<file path="src/rtl/fbs_pkg.sv">
// shared types and constants for the fieldbus slave state machine
package fbs_pkg;

	typedef enum logic [3:0] {
		FBS_TG_SET_ADDR,
		FBS_TG_SET_PRM,
		FBS_TG_CHK_CFG,
		FBS_TG_GET_CFG,
		FBS_TG_DATA_EXCH,
		FBS_TG_RD_INP,
		FBS_TG_RD_OUTP,
		FBS_TG_GLOBAL_CTRL,
		FBS_TG_SLAVE_DIAG,
		FBS_TG_OTHER
	} fbs_tg_t;

	typedef enum logic [1:0] {
		FBS_CHK_OK,
		FBS_CHK_BAD,
		FBS_CHK_ADAPT
	} fbs_chk_t;

	typedef enum logic [1:0] {
		FBS_ST_POWER_ON,
		FBS_ST_WAIT_PRM,
		FBS_ST_WAIT_CFG,
		FBS_ST_DATA_EXCH
	} fbs_state_t;

	localparam int FBS_ADDR_W = 7;
	localparam int FBS_CNT_W  = 8;

	// telegram as decoded by the line layer
	typedef struct packed {
		fbs_tg_t                tg;
		logic                   from_class2;
		logic [FBS_ADDR_W-1:0]  new_addr;
		logic [15:0]            ident;
		logic                   sync_ok;
		logic                   freeze_ok;
		logic [15:0]            wd_time;
		logic [FBS_CNT_W-1:0]   in_bytes;
		logic [FBS_CNT_W-1:0]   out_bytes;
	} fbs_tel_t;

	// held parameter and configuration set
	typedef struct packed {
		logic [15:0]            ident;
		logic                   sync_ok;
		logic                   freeze_ok;
		logic [15:0]            wd_time;
		logic [FBS_CNT_W-1:0]   in_bytes;
		logic [FBS_CNT_W-1:0]   out_bytes;
	} fbs_set_t;

	localparam logic [FBS_ADDR_W-1:0] FBS_ADDR_RST  = 7'h7E;
	localparam int                    FBS_RUNUP_CYC = 4;
	localparam logic [2:0]            FBS_RUNUP_W3  = 3'h4;

endpackage

</file>
<file path="src/rtl/fbs_runup.sv">
// internal run-up delay after reset
`timescale 1ns/1ns
module fbs_runup #(
	parameter logic [2:0] CYCLES = fbs_pkg::FBS_RUNUP_W3
) (
	input  wire logic ref_clk,
	input  wire logic rst_n,
	input  wire logic start,
	output logic      done
);
	import fbs_pkg::*;

	logic [2:0] cnt;
	logic [2:0] next_cnt;
	logic       next_done;

	// count once start is seen, hold done afterwards
	always_comb begin
		next_cnt  = cnt;
		next_done = done;
		if (start && !done) begin
			if (cnt == CYCLES - 3'h1) begin
				next_done = 1'b1;
			end else begin
				next_cnt = cnt + 3'h1;
			end
		end
	end

	always_ff @(posedge ref_clk or negedge rst_n) begin
		if (!rst_n) begin
			cnt  <= 3'h0;
			done <= 1'b0;
		end else begin
			cnt  <= next_cnt;
			done <= next_done;
		end
	end
endmodule

</file>
<file path="src/rtl/fbs_slave_fsm.sv">
// slave-side telegram acceptance state machine
// Notes on behaviour
// - address change from class 2 master accepted only in power-on state
// - assigned address kept in non-volatile store through power cycles
// - after run-up only parameter, class 2 address change or config query accepted, rest refused
// - no cyclic data exchange while awaiting parameters
// - parameter telegram carries ident, sync/freeze, watchdog; user bytes optional
// - config telegram sets input and output byte counts per cycle
// - received config passed to application, returns ok, bad or adaptable
// - config query accepted in every state, except in the cycle a config verdict is taken
// - data exchange only after parameters and config both accepted
// - data exchange state accepts the listed telegram set
`timescale 1ns/1ns
module fbs_slave_fsm (
	input  wire logic                         ref_clk,
	input  wire logic                         reset_n,
	input  wire logic                         tel_valid,
	input  wire fbs_pkg::fbs_tel_t            tel,
	input  wire logic [fbs_pkg::FBS_ADDR_W-1:0] nv_addr,
	input  wire logic                         nv_addr_valid,
	input  wire logic                         chk_done,
	input  wire fbs_pkg::fbs_chk_t            chk_result,
	output logic                              tel_accept,
	output logic                              tel_reject,
	output logic                              nv_write,
	output logic [fbs_pkg::FBS_ADDR_W-1:0]    station_addr,
	output logic                              chk_req,
	output fbs_pkg::fbs_set_t                 chk_cfg,
	output fbs_pkg::fbs_set_t                 active_set,
	output logic                              cfg_reply,
	output logic                              data_xfer,
	output logic                              sync_cmd,
	output logic                              diag_reply,
	output fbs_pkg::fbs_state_t               state
);
	import fbs_pkg::*;

	logic       rst_s1;
	logic       rst_n_i;
	logic       run_done;
	logic       addr_loaded;
	logic       next_addr_loaded;
	logic       chk_busy;
	logic       next_chk_busy;
	fbs_state_t next_state;
	logic [FBS_ADDR_W-1:0] next_station_addr;
	fbs_set_t   prm_hold;
	fbs_set_t   next_prm_hold;
	fbs_set_t   next_active_set;
	fbs_set_t   next_chk_cfg;
	logic       next_accept;
	logic       next_reject;
	logic       next_nv_write;
	logic       next_chk_req;
	logic       next_cfg_reply;
	logic       next_data_xfer;
	logic       next_sync_cmd;
	logic       next_diag_reply;

	// reset released through two flops
	always_ff @(posedge ref_clk or negedge reset_n) begin
		if (!reset_n) begin
			rst_s1  <= 1'b0;
			rst_n_i <= 1'b0;
		end else begin
			rst_s1  <= 1'b1;
			rst_n_i <= rst_s1;
		end
	end

	fbs_runup #(
		.CYCLES (FBS_RUNUP_W3)
	) u_runup (
		.ref_clk (ref_clk),
		.rst_n   (rst_n_i),
		.start   (addr_loaded),
		.done    (run_done)
	);

	// telegram decode and state transitions
	always_comb begin
		next_state        = state;
		next_station_addr = station_addr;
		next_addr_loaded  = addr_loaded;
		next_prm_hold     = prm_hold;
		next_active_set   = active_set;
		next_chk_cfg      = chk_cfg;
		next_chk_busy     = chk_busy;
		next_accept       = 1'b0;
		next_reject       = 1'b0;
		next_nv_write     = 1'b0;
		next_chk_req      = 1'b0;
		next_cfg_reply    = 1'b0;
		next_data_xfer    = 1'b0;
		next_sync_cmd     = 1'b0;
		next_diag_reply   = 1'b0;
		// stored address taken after reset release, not under reset
		if (!addr_loaded && nv_addr_valid) begin
			next_station_addr = nv_addr;
			next_addr_loaded  = 1'b1;
		end
		// application verdict on a pending configuration
		if (chk_busy && chk_done) begin
			next_chk_busy = 1'b0;
			if (chk_result == FBS_CHK_BAD) begin
				next_state = FBS_ST_WAIT_PRM;
			end else begin
				next_active_set = chk_cfg;
				next_state      = FBS_ST_DATA_EXCH;
			end
		end else if (tel_valid) begin
			// query answered regardless of state
			if (tel.tg == FBS_TG_GET_CFG) begin
				next_accept    = 1'b1;
				next_cfg_reply = 1'b1;
			end else begin
				case (state)
				FBS_ST_POWER_ON: begin
					if (tel.tg == FBS_TG_SET_ADDR && tel.from_class2) begin
						next_accept       = 1'b1;
						next_station_addr = tel.new_addr;
						next_nv_write     = 1'b1;
					end else if (tel.tg == FBS_TG_SET_PRM && run_done) begin
						next_accept        = 1'b1;
						next_prm_hold      = '0;
						next_prm_hold.ident     = tel.ident;
						next_prm_hold.sync_ok   = tel.sync_ok;
						next_prm_hold.freeze_ok = tel.freeze_ok;
						next_prm_hold.wd_time   = tel.wd_time;
						next_state         = FBS_ST_WAIT_CFG;
					end else begin
						next_reject = 1'b1;
					end
				end
				FBS_ST_WAIT_PRM: begin
					// data exchange and address change refused here
					if (tel.tg == FBS_TG_SET_PRM) begin
						next_accept        = 1'b1;
						next_prm_hold.ident     = tel.ident;
						next_prm_hold.sync_ok   = tel.sync_ok;
						next_prm_hold.freeze_ok = tel.freeze_ok;
						next_prm_hold.wd_time   = tel.wd_time;
						next_state         = FBS_ST_WAIT_CFG;
					end else begin
						next_reject = 1'b1;
					end
				end
				FBS_ST_WAIT_CFG: begin
					if (tel.tg == FBS_TG_CHK_CFG && !chk_busy) begin
						next_accept            = 1'b1;
						next_chk_cfg           = prm_hold;
						next_chk_cfg.in_bytes  = tel.in_bytes;
						next_chk_cfg.out_bytes = tel.out_bytes;
						next_chk_req           = 1'b1;
						next_chk_busy          = 1'b1;
					end else if (tel.tg == FBS_TG_SET_PRM && !chk_busy) begin
						next_accept        = 1'b1;
						next_prm_hold.ident     = tel.ident;
						next_prm_hold.sync_ok   = tel.sync_ok;
						next_prm_hold.freeze_ok = tel.freeze_ok;
						next_prm_hold.wd_time   = tel.wd_time;
					end else begin
						next_reject = 1'b1;
					end
				end
				FBS_ST_DATA_EXCH: begin
					// accepted set while exchanging
					case (tel.tg)
					FBS_TG_DATA_EXCH, FBS_TG_RD_INP, FBS_TG_RD_OUTP: begin
						next_accept    = 1'b1;
						next_data_xfer = 1'b1;
					end
					FBS_TG_GLOBAL_CTRL: begin
						next_accept   = 1'b1;
						next_sync_cmd = 1'b1;
					end
					FBS_TG_SLAVE_DIAG: begin
						next_accept     = 1'b1;
						next_diag_reply = 1'b1;
					end
					FBS_TG_CHK_CFG: begin
						// accepted only when it matches the running set
						if (tel.in_bytes == active_set.in_bytes &&
							tel.out_bytes == active_set.out_bytes) begin
							next_accept = 1'b1;
						end else begin
							next_reject = 1'b1;
							next_state  = FBS_ST_WAIT_PRM;
						end
					end
					FBS_TG_SET_PRM: begin
						next_accept = 1'b1;
					end
					default: begin
						next_reject = 1'b1;
					end
					endcase
				end
				default: begin
					next_reject = 1'b1;
				end
				endcase
			end
		end
	end

	// registered state and pulses
	always_ff @(posedge ref_clk or negedge rst_n_i) begin
		if (!rst_n_i) begin
			state        <= FBS_ST_POWER_ON;
			station_addr <= FBS_ADDR_RST;
			addr_loaded  <= 1'b0;
			prm_hold     <= '0;
			active_set   <= '0;
			chk_cfg      <= '0;
			chk_busy     <= 1'b0;
			tel_accept   <= 1'b0;
			tel_reject   <= 1'b0;
			nv_write     <= 1'b0;
			chk_req      <= 1'b0;
			cfg_reply    <= 1'b0;
			data_xfer    <= 1'b0;
			sync_cmd     <= 1'b0;
			diag_reply   <= 1'b0;
		end else begin
			state        <= next_state;
			station_addr <= next_station_addr;
			addr_loaded  <= next_addr_loaded;
			prm_hold     <= next_prm_hold;
			active_set   <= next_active_set;
			chk_cfg      <= next_chk_cfg;
			chk_busy     <= next_chk_busy;
			tel_accept   <= next_accept;
			tel_reject   <= next_reject;
			nv_write     <= next_nv_write;
			chk_req      <= next_chk_req;
			cfg_reply    <= next_cfg_reply;
			data_xfer    <= next_data_xfer;
			sync_cmd     <= next_sync_cmd;
			diag_reply   <= next_diag_reply;
		end
	end
endmodule

</file>
<file path="config.mk">
export PLATFORM = sky130hd
export DESIGN_NAME = fbs_slave_fsm
export DESIGN_NICKNAME = d
export VERILOG_FILES = /design/src/rtl/fbs_pkg.sv /design/src/rtl/fbs_runup.sv /design/src/rtl/fbs_slave_fsm.sv
export SDC_FILE = /design/constraint.sdc
export NUM_CORES = 1
export LEC_CHECK = 0
export ABC_AREA = 1
export CAP_MARGIN = 30
export CELL_PAD_IN_SITES_DETAIL_PLACEMENT = 1
export CELL_PAD_IN_SITES_GLOBAL_PLACEMENT = 2
export CORE_MARGIN = 2
export CORE_UTILIZATION = 37
export DETAILED_ROUTE_END_ITERATION = 8
export DONT_BUFFER_PORTS = 1
export MAX_ROUTING_LAYER = met4
export PLACE_DENSITY_LB_ADDON = 0.1
export SLEW_MARGIN = 20
export SYNTH_ARGS = -nofsm -noshare
export SYNTH_HDL_FRONTEND = slang
export SYNTH_SLANG_ARGS = --single-unit
</file>
<file path="constraint.sdc">
create_clock -name ref_clk -period 5.23 [get_ports ref_clk]
set_input_delay 0.2615 -clock ref_clk [delete_from_list [all_inputs] [get_ports ref_clk]]
set_output_delay 0.2615 -clock ref_clk [all_outputs]
set_load 0.005 [all_outputs]
</file>
# Word level (Yosys, flattened, before mapping)
# Index checks and enable logic that the tools add are counted.
dict set report totals {
  latchBits 0
  n_memories 0
  mem_bits_ro 0
  word_cells 167
  ramBits 0
  out_inout_bits 117
  in_bits 76
  register_bits 159
}
dict set report op_classes {
  multipliers 0
  add_sub_neg 1
  n_eq_ne 26
  n_shift 0
  n_mux 77
  div 0
  magnitude_cmp 0
  bitwise_logic 4
  reduce_logical 27
}
# cell n
set op_table {}
lappend op_table {{34-bit two-way mux} 3}
lappend op_table {{34-bit one-hot mux with 3 select lines} 1}
lappend op_table {{50-bit two-way mux} 2}
lappend op_table {{1-bit two-way mux} 51}
lappend op_table {{7-bit two-way mux} 6}
lappend op_table {{2-bit two-way mux} 9}
lappend op_table {{4-bit by 3-bit equality test with 1-bit output (second input constant)} 4}
lappend op_table {{8-bit equality test} 2}
lappend op_table {{3-bit inequality test (second input constant)} 5}
lappend op_table {{2-bit inequality test (second input constant)} 6}
lappend op_table {{9-bit AND reduction} 1}
lappend op_table {{4-bit by 2-bit equality test with 1-bit output (second input constant)} 2}
lappend op_table {{1-bit logical AND} 8}
lappend op_table {{1-bit one-hot mux with 4 select lines} 2}
lappend op_table {{8-bit AND reduction} 1}
lappend op_table {{2-bit one-hot mux with 3 select lines} 1}
lappend op_table {{2-bit AND reduction} 3}
lappend op_table {{2-bit nonzero test} 3}
lappend op_table {{6-bit OR reduction} 1}
lappend op_table {{5-bit AND reduction} 1}
lappend op_table {{2-bit by 1-bit equality test with 1-bit output (second input constant)} 2}
lappend op_table {{2-bit equality test (second input constant)} 2}
lappend op_table {{4-bit by 1-bit equality test with 1-bit output (second input constant)} 1}
lappend op_table {{4-bit equality test (second input constant)} 1}
lappend op_table {{11 further kinds} 17}

# Depth between registers and ports, before layout
# Gate-level depths: netlist of run 1.
dict set report depth {
  word_depth 8
  ltp_mapped 11
  ltp_nobuf 11
}

# Hierarchy
# From an unflattened synthesis of run 1, not the netlist that was laid out.
dict set report unflattened {
  hier_cells 690
  area_unflattened_um2 6576.3
}
# module instances area_per_inst_um2 cells_each seq_area_each_um2
set by_module_without_submodules {}
lappend by_module_without_submodules {fbs_slave_fsm 1 6381.1 669 3886.2}
lappend by_module_without_submodules {fbs_runup 1 195.2 21 100.1}

# Worst setup path before layout of run 1
# No wires, ideal clock.
dict set report synth_path {
  path_kind {reg2reg}
  startpoint {reg state[0]}
  endpoint {reg prm_hold[20] (netlist name)}
  setup_slack_ns 3.690
  required_ns 5.157
  path_stages_with_launch 9
  path_buffers 2
  period_less_slack_ns 1.540
  t_arrival_ns 1.467
  setup_ns 0.073
  path_cell_list {dfrtp_1 -> nor2_1 -> nand4_1 -> nand3_1 -> or2_1 -> buf_6 -> clkbuf_1 -> nor2_1 -> a21oi_2}
}
dict set report synth_between {
  elab_chain_len 3
  word_cells_on_any_way 11
  cone_classes {eq/ne: 7; mux: 1; reduce/logical: 3}
}
# element line
set synth_rtl {}
lappend synth_rtl {{start: declaration} fbs_slave_fsm.sv:34} ;# output fbs_pkg::fbs_state_t state
lappend synth_rtl {{start signal: assignment} fbs_slave_fsm.sv:226} ;# state <= next_state;
lappend synth_rtl {{2-bit equality test (tied with other cells)} fbs_slave_fsm.sv:117} ;# case (state)
lappend synth_rtl {{2-bit inequality test (no line) / 3-bit nonzero test (equally long branches)} n/a}
lappend synth_rtl {{9-bit AND reduction (no line)} n/a}
lappend synth_rtl {{end signal: assignment} fbs_slave_fsm.sv:229} ;# prm_hold <= next_prm_hold;
lappend synth_rtl {{end: declaration} fbs_slave_fsm.sv:47} ;# fbs_set_t prm_hold;
# Several ways; a longest one is shown, not always the timed one.
# A chain may end at the register's enable or synchronous reset.

# Worst setup path after layout of run 1
dict set report layout_path {
  startpoint {reg chk_busy}
  endpoint {reg station_addr[2] (netlist name)}
}
dict set report layout_between {
  elab_chain_len 2
}
# element line
set layout_rtl {}
lappend layout_rtl {{start: declaration} fbs_slave_fsm.sv:43} ;# logic chk_busy;
lappend layout_rtl {{start signal: assignment} fbs_slave_fsm.sv:232} ;# chk_busy <= next_chk_busy;
lappend layout_rtl {{1-bit logical AND} fbs_slave_fsm.sv:103} ;# if (chk_busy && chk_done) begin
lappend layout_rtl {{7-bit two-way mux} fbs_slave_fsm.sv:103}
lappend layout_rtl {{via next_station_addr[2]} fbs_slave_fsm.sv:46} ;# logic [FBS_ADDR_W-1:0] next_station_addr;
lappend layout_rtl {{end signal: assignment} fbs_slave_fsm.sv:227} ;# station_addr <= next_station_addr;
lappend layout_rtl {{end: declaration} fbs_slave_fsm.sv:26} ;# output logic [fbs_pkg::FBS_ADDR_W-1:0] station_addr,
# The timed path passes the listed nets, and every way through them passes these cells.

==> impl_results.md, run 1 <==
* GP Congestion at between 0.8 and 0.9
* Row count at 48
* PostCTS Resize Cnt at 0
* I/O Pins at 193
* Core area at 17300 um2
* Fmax at 0.407 GHz
* Ys async rst share at 100%
* Startpoint Class: flop
* Synth Register Bits at 159
* Worst Path Required at 5.58 ns
* Worst path arrival time at 2.81 ns
* Total grt overflow at 0
* Via/cell ratio at 4.90
* LEAKAGE at 0.00405 uW
* M1 GR Usage at 21.6%
* Status: finished clean
* Total CTS buffers at 17
* Layout Skew at approximately 0.014 ns
* Synth area leaders: dfrtp_1 (58%), nand2_1 (8.3%), inv_1 (5.8%)
* Die height at 137 um
* Synthesized area per cell at 9.31 um2
* Synth Instances at 703
* Antenna Nets Post-Route at 0
* Rel. slew slack at a little over a third
* CP max FO at 14
* Clock latency on the worst-skew pair at 0.42 ns
* Synth-to-Final Area Change at 20.8%
* Wire per inst at 16.9 um
* DR DRC count at 0
* CTS Hold Buffers Added at 56
* Top_reg_cell synth: dfrtp_1
* Syn. warnings at 0
* PortBufs at 0
* Worst vdd ir at ~0.23 mV
* TritonRoute pass-1 iters at 4
* Die width at 137 um
* Root Buffer Master: clkbuf_16
* # setup viols final at 0
* Vias at 4860
* Fraction of layout cells with a size suffix above 1 at 11.5%
* Maximum capacitance violations at 0
* Hold Path Class: input pin to flop
* RSZ-0062 raised after global routing: false
* Setup TNS at 0 ns
* Cell Area, Synth at between 6000 and 7000 um2
* Global-route wire length before repair at 26.4 mm
* Synthesized Nets at roughly 800
* CP peak stage delay at 0.59 ns
* Vias in the first global route at 5196
* Pwr/cell area at 557 nW/um2
* H-tree depth at 4
* Initial antenna violation count at 0
* Minimum clock period at 2.46 ns
* Post-synthesis cell type count at 31
* Routing usage on met2 at 31.3%
* Global route hottest layer: met2
* Register area share after synthesis at between 60 and 70%
* CTS tree: built
* Pin count of the biggest net entering global routing at about 100
* Final core utilization at between 40% and 50%
* Routed WL at 16.8 mm
* Post-synth EDFFs at 0
* Critical-path cell list: nand2_1 > inv_1 > nor2_1 > inv_1 > nor2_1 > inv_1 > nor2_1 > inv_1 > nor2_1 > a31oi_1 > dlygate4sd3_1
* Slowest CP cell: dlygate4sd3_1
* Postcts setup bufs at 0
* Total Power at 4410 uW
* Sink Count at 159
* Post-synth top area cell: dfrtp_1
* Max-slew violations at 0
* Final period util at 47.0%
* Worst Setup Path Type: flop to flop
* Initial Util at 37.9%
* Overall Global Routing Usage at 18.8%
* ANT cells at 0
* Worst hold slack at 0.0184 ns
* Die Area at 18800 um2
* Clock buffer depth at 2
* Met3 Use GR at ~5.3%
* Yosys top cell area share at 58.5%
* Final Hold Viols at 0
* Worst slew pin tran at 0.953 ns
* Drt first-iter violations at ~250
* # nets final at 833
* Detailed Place HPWL at about 11 mm
* Critical Path End Type: flop
* Clk slew on worst S/H paths at 0.07 ns
cells in the final DEF (no fill, tap or decap), types with 2 or more instances in the layout:
| cell | instances |
|---|---|
| nand4_1 | 4 |
| nand2_1 | 145 |
| ha_1 | 2 |
| dlygate4sd3_1 | 56 |
| clkinv_2 | 2 |
| clkinv_4 | 3 |
| clkinvlp_4 | 2 |
| dfstp_2 | 6 |
| clkbuf_8 | 3 |
| a21oi_2 | 17 |
| o21ai_2 | 3 |
| nor2_1 | 81 |
| buf_4 | 5 |
| a31oi_1 | 7 |
| bufinv_16 | 2 |
| mux2_2 | 18 |
| o21ai_0 | 68 |
| inv_1 | 101 |
| a21oi_1 | 38 |
| nor3_1 | 2 |
| dfrtp_1 | 152 |
| clkbuf_16 | 17 |
| nand3_1 | 15 |
| nor2_2 | 2 |
flip-flops by register name (all words and copies together), names as in the netlist:
signal and count:
diag_reply 1, rst_s1 1, addr_loaded 1, nv_write 1, prm_hold 34, tel_reject 1, sync_cmd 1, station_addr 7
tel_accept 1, rst_n_i 1, state 2, cfg_reply 1, chk_cfg 50, u_runup.done 1, u_runup.cnt 3, chk_req 1
data_xfer 1, active_set 50, chk_busy 1
logic make-up after synthesis:
kind of cell               count (synthesis)  synth area share, %
xor gates and xnor gates                   2                0.268
muxes                                     18                 3.10
buffers and inverters                    133                 8.37
DFF                                      159                 60.9
AOI/OAI and AO/OA                        136                 11.8
and+or+nand+nor                          252                 15.1
other                                      1               0.0573
adders and majority gates                  2                0.382
path summary, 6_finish.rpt:
path                       startpoint         endpoint  slack, ns  cells past startpoint
hold / removal                tel[42]     prm_hold[42]       0.02                      2
min in group asynchronous     reset_n          rst_n_i       0.07                      1
setup reg to reg             chk_busy  station_addr[2]       2.77                     11
max in group asynchronous     rst_n_i       chk_cfg[8]       3.86                      1
setup / recovery             chk_busy  station_addr[2]       2.77                     11
hold reg to reg               rst_n_i   active_set[30]       0.23                      0
worst max-delay path, delay by kind of cell (launching register included):
kind                   cells  cell delay [ns]
AOI/OAI and AO/OA          1             0.07
DFF                        1             0.37
and+or+nand+nor            5             0.80
buffers and inverters      5             1.14
per-stage QoR:
stage	instance area, um2	std cells	setup WS, ns
after global routing	7910	991	2.55
after CTS	7860	989	2.84
after floorplan	6550	703	0.482
final	7910	991	2.77
after detailed placement	6720	903	3.11
after global placement	6720	903	3.22
per-layer routing:
layer / routed length, um / vias to the layer above / part of all wire (%)
met1: 6980 / 2406 / 42
met3: 1030 / 24 / 6.1
met4: 282 / 0 / 1.7
met2: 8490 / 128 / 51
li1: - / 2302 / -
met5: 0 / - / 0
area by class of cell:
class                   instances  area (um2)
fillers                      1980        9390
multi-input cells             411        2020
flip-flops and latches        159        3990
repair buffers                 63         646
clock buffers                  21         470
well taps                     225         282
inverters                     103         387
clock inverters                 9         111
synth_stat cells (6+ instances only):
library cell	number
nor2_1	81
a31oi_1	7
nand3_1	15
nand2_1	145
a21oi_2	17
dfstp_2	6
clkbuf_1	21
inv_1	101
mux2_2	18
a21oi_1	38
o21ai_0	69
dfrtp_1	153
power by group:
| group | switching (uW) | internal (uW) |
|---|---|---|
| registers | 460 | 1770 |
| logic | 550 | 408 |
| clock network | 486 | 736 |
(Power assumes the default switching activity.)
==> run 2, diff against run 1 <==
==> constraint.sdc (replaced) <==
create_clock -name ref_clk -period 2.45 [get_ports ref_clk]
set_input_delay 0.1225 -clock ref_clk [delete_from_list [all_inputs] [get_ports ref_clk]]
set_output_delay 0.1225 -clock ref_clk [all_outputs]
set_load 0.005 [all_outputs]
==> impl_results.md, run 2 (synthesized netlist as in run 1, its figures left out) <==
* Status: finished clean
* ANT cells at 0
* Total Power at between 9000 and 10000 uW
* Hold Path Class: input pin to flop
* # nets final at between 800 and 900
* Worst Setup Path Type: flop to flop
* Worst path arrival time at about 2.6 ns
* Via/cell ratio at between 4 and 5
* Rel. slew slack at roughly 56%
* Clock buffer depth at 2
* Startpoint Class: flop
* CP Depth at 11
* Critical Path End Type: flop
* Met3 Use GR at 5.07%
* Crit path to: station_addr[6]
* Fmax at 0.437 GHz
* Final period util at 93.4%
* Minimum clock period at 2.29 ns
* Die width at 137 um
* Setup ws final at 0.162 ns
* Pin count of the biggest net entering global routing at 102
* Die Area at 18800 um2
* RSZ-0062 raised after global routing: false
* Antenna Nets Post-Route at 0
* Overall Global Routing Usage at 19.4%
* Flop pwr share at between 50% and 60%
* Initial antenna violation count at 0
* Placed cell count at between 900 and 1k
* CP peak stage delay at ~0.59 ns
* Max-slew violations at 0
* Switching share of power at 35.0%
* Combinational share of power at 22.7%
* Wire per inst at between 15 and 20 um
* H-tree depth at 4
* I/O Pins at 193
* Drt first-iter violations at between 150 and 200
* Maximum capacitance violations at 0
* M1 GR Usage at between 20% and 30%
* CTS tree: built
* Worst reg2reg path endpoint: station_addr[6]
* Int Pwr at roughly 6000 uW
* Post-place setup slack at 0.623 ns
* Clk slew on worst S/H paths at 0.06 ns
* Slowest CP cell: dlygate4sd3_1
* Global-route wire length before repair at 27.3 mm
* TritonRoute pass-1 iters at 4
* PortBufs at 0
* Most frequent cells in the layout: dfrtp_1 (152), nand2_1 (145), inv_1 (100)
* Switching power at 3290 uW
* Fraction of layout cells with a size suffix above 1 at between 10% and 20%
* Pwr/cell area at ~1200 nW/um2
* Row count at 48
* Core area at between 15000 and 20000 um2
* # setup viols final at 0
* Reg2reg path depth at 11
* Global route hottest layer: met2
* Clock latency on the worst-skew pair at 0.42 ns
* Worst vdd ir at 0.510 mV
* Clk pwr share at a little over a quarter
* Routed WL at 17.4 mm
* Routing usage on met2 at 34.0%
* Worst slew pin tran at 0.656 ns
* Worst Setup SP: chk_busy
* Detailed Place HPWL at 11.6 mm
* Top Registers: active_set x50, chk_cfg x50, prm_hold x34
* Reg-to-reg startpoint: chk_busy
* Worst Path Required at 2.79 ns
* Layout Skew at 0.0112 ns
* Die height at between 100 and 150 um
* CP max FO at 14
* Initial Util at 37.9%
* Sink Count at 159
* DP Area at 6790 um2
* Total CTS buffers at 17
* Total grt overflow at 0
* Final Hold Viols at 0
* R2r setup slk at between 0.15 and 0.2 ns
* Vias in the first global route at 5402
* Root Buffer Master: clkbuf_16
* DR DRC count at 0
* Non-filler cells, final at 1016
* Synth-to-Final Area Change at 24.1%
* Bufs and invs on worst path at 5
* GP Congestion at 0.803
* Setup TNS at 0 ns
* Delay-heaviest family, CP: buffers and inverters
* Vias at 4932
* Commonest non-fill, non-tap cell in the layout: dfrtp_1
* LEAKAGE at 0.00413 uW
* Critical Path Most Common Cell: nor2_1
* Post-Layout Inst Area at 8120 um2
* Critical-path cell list: nand2_1 > inv_1 > nor2_1 > inv_1 > nor2_1 > inv_1 > nor2_1 > inv_2 > nor2_1 > a31oi_1 > dlygate4sd3_1
## run 2: how the worst min path moves through the flow
| stage | startpoint | endpoint | slack, ns | depth (start not counted) |
|---|---|---|---|---|
| 2_1_floorplan | reset_n | rst_s1 | -0.17 | 0 |
| 3_3_place_gp | reset_n | rst_s1 | -0.17 | 0 |
| 3_5_place_dp | reset_n | rst_s1 | -0.17 | 0 |
| 4_1_cts | tel[58] | chk_req | 0.04 | 5 |
| 5_1_grt | tel[58] | chk_req | 0.06 | 5 |
| 6_report | tel[58] | chk_req | 0.06 | 5 |
## run 2: stage by stage
stage	hold WS (ns)	util (%)
3_3_place_gp	-0.173	39.2
3_5_place_dp	-0.173	39.2
2_1_floorplan	-0.173	-
4_1_cts	0.0355	47.0
6_report	0.0553	47.0
5_1_grt	0.0650	47.0
## run 2: cell type report
| type | instances | area [um2] |
|---|---|---|
| Clock buffer | 23 | 488 |
| Timing Repair Buffer | 86 | 876 |
| Sequential cell | 159 | 3990 |
| Multi-Input combinational cell | 411 | 2020 |
| Inverter | 103 | 387 |
| Tap cell | 225 | 282 |
| Clock inverter | 9 | 76.3 |
| Fill cell | 1967 | 9170 |
## run 2: worst register-to-register path: cells and delay by family (launching register included)
family | cells | cell delay (ns)
buffers and inverters | 5 | 1.04
AND/OR/NAND/NOR | 5 | 0.73
flip-flops | 1 | 0.38
AO/OA/AOI/OAI | 1 | 0.06
## run 2: power groups by stage
| stage | Combinational (uW) | Clock [uW] | Sequential, uW |
|---|---|---|---|
| after floorplan | 1600 | 0 | 4480 |
| after global placement | 1850 | 0 | 4800 |
| after detailed placement | 1980 | 0 | 4840 |
| after CTS | 2150 | 2590 | 4800 |
| after global routing | 2470 | 2690 | 4920 |
| final | 2130 | 2510 | 4770 |
## run 2: metal layers
layer	share of wire [%]	routed length, um
met1	41	7110
met5	0	0
met4	1.2	204
met2	53	9190
met3	5.2	904
## run 2: timing repair
item,in CTS,in global routing
hold buffers,77,0
endpoints found under the hold margin,67,0
setup endpoints to repair,0,7
buffers inserted,0,0
gates resized for setup,0,1
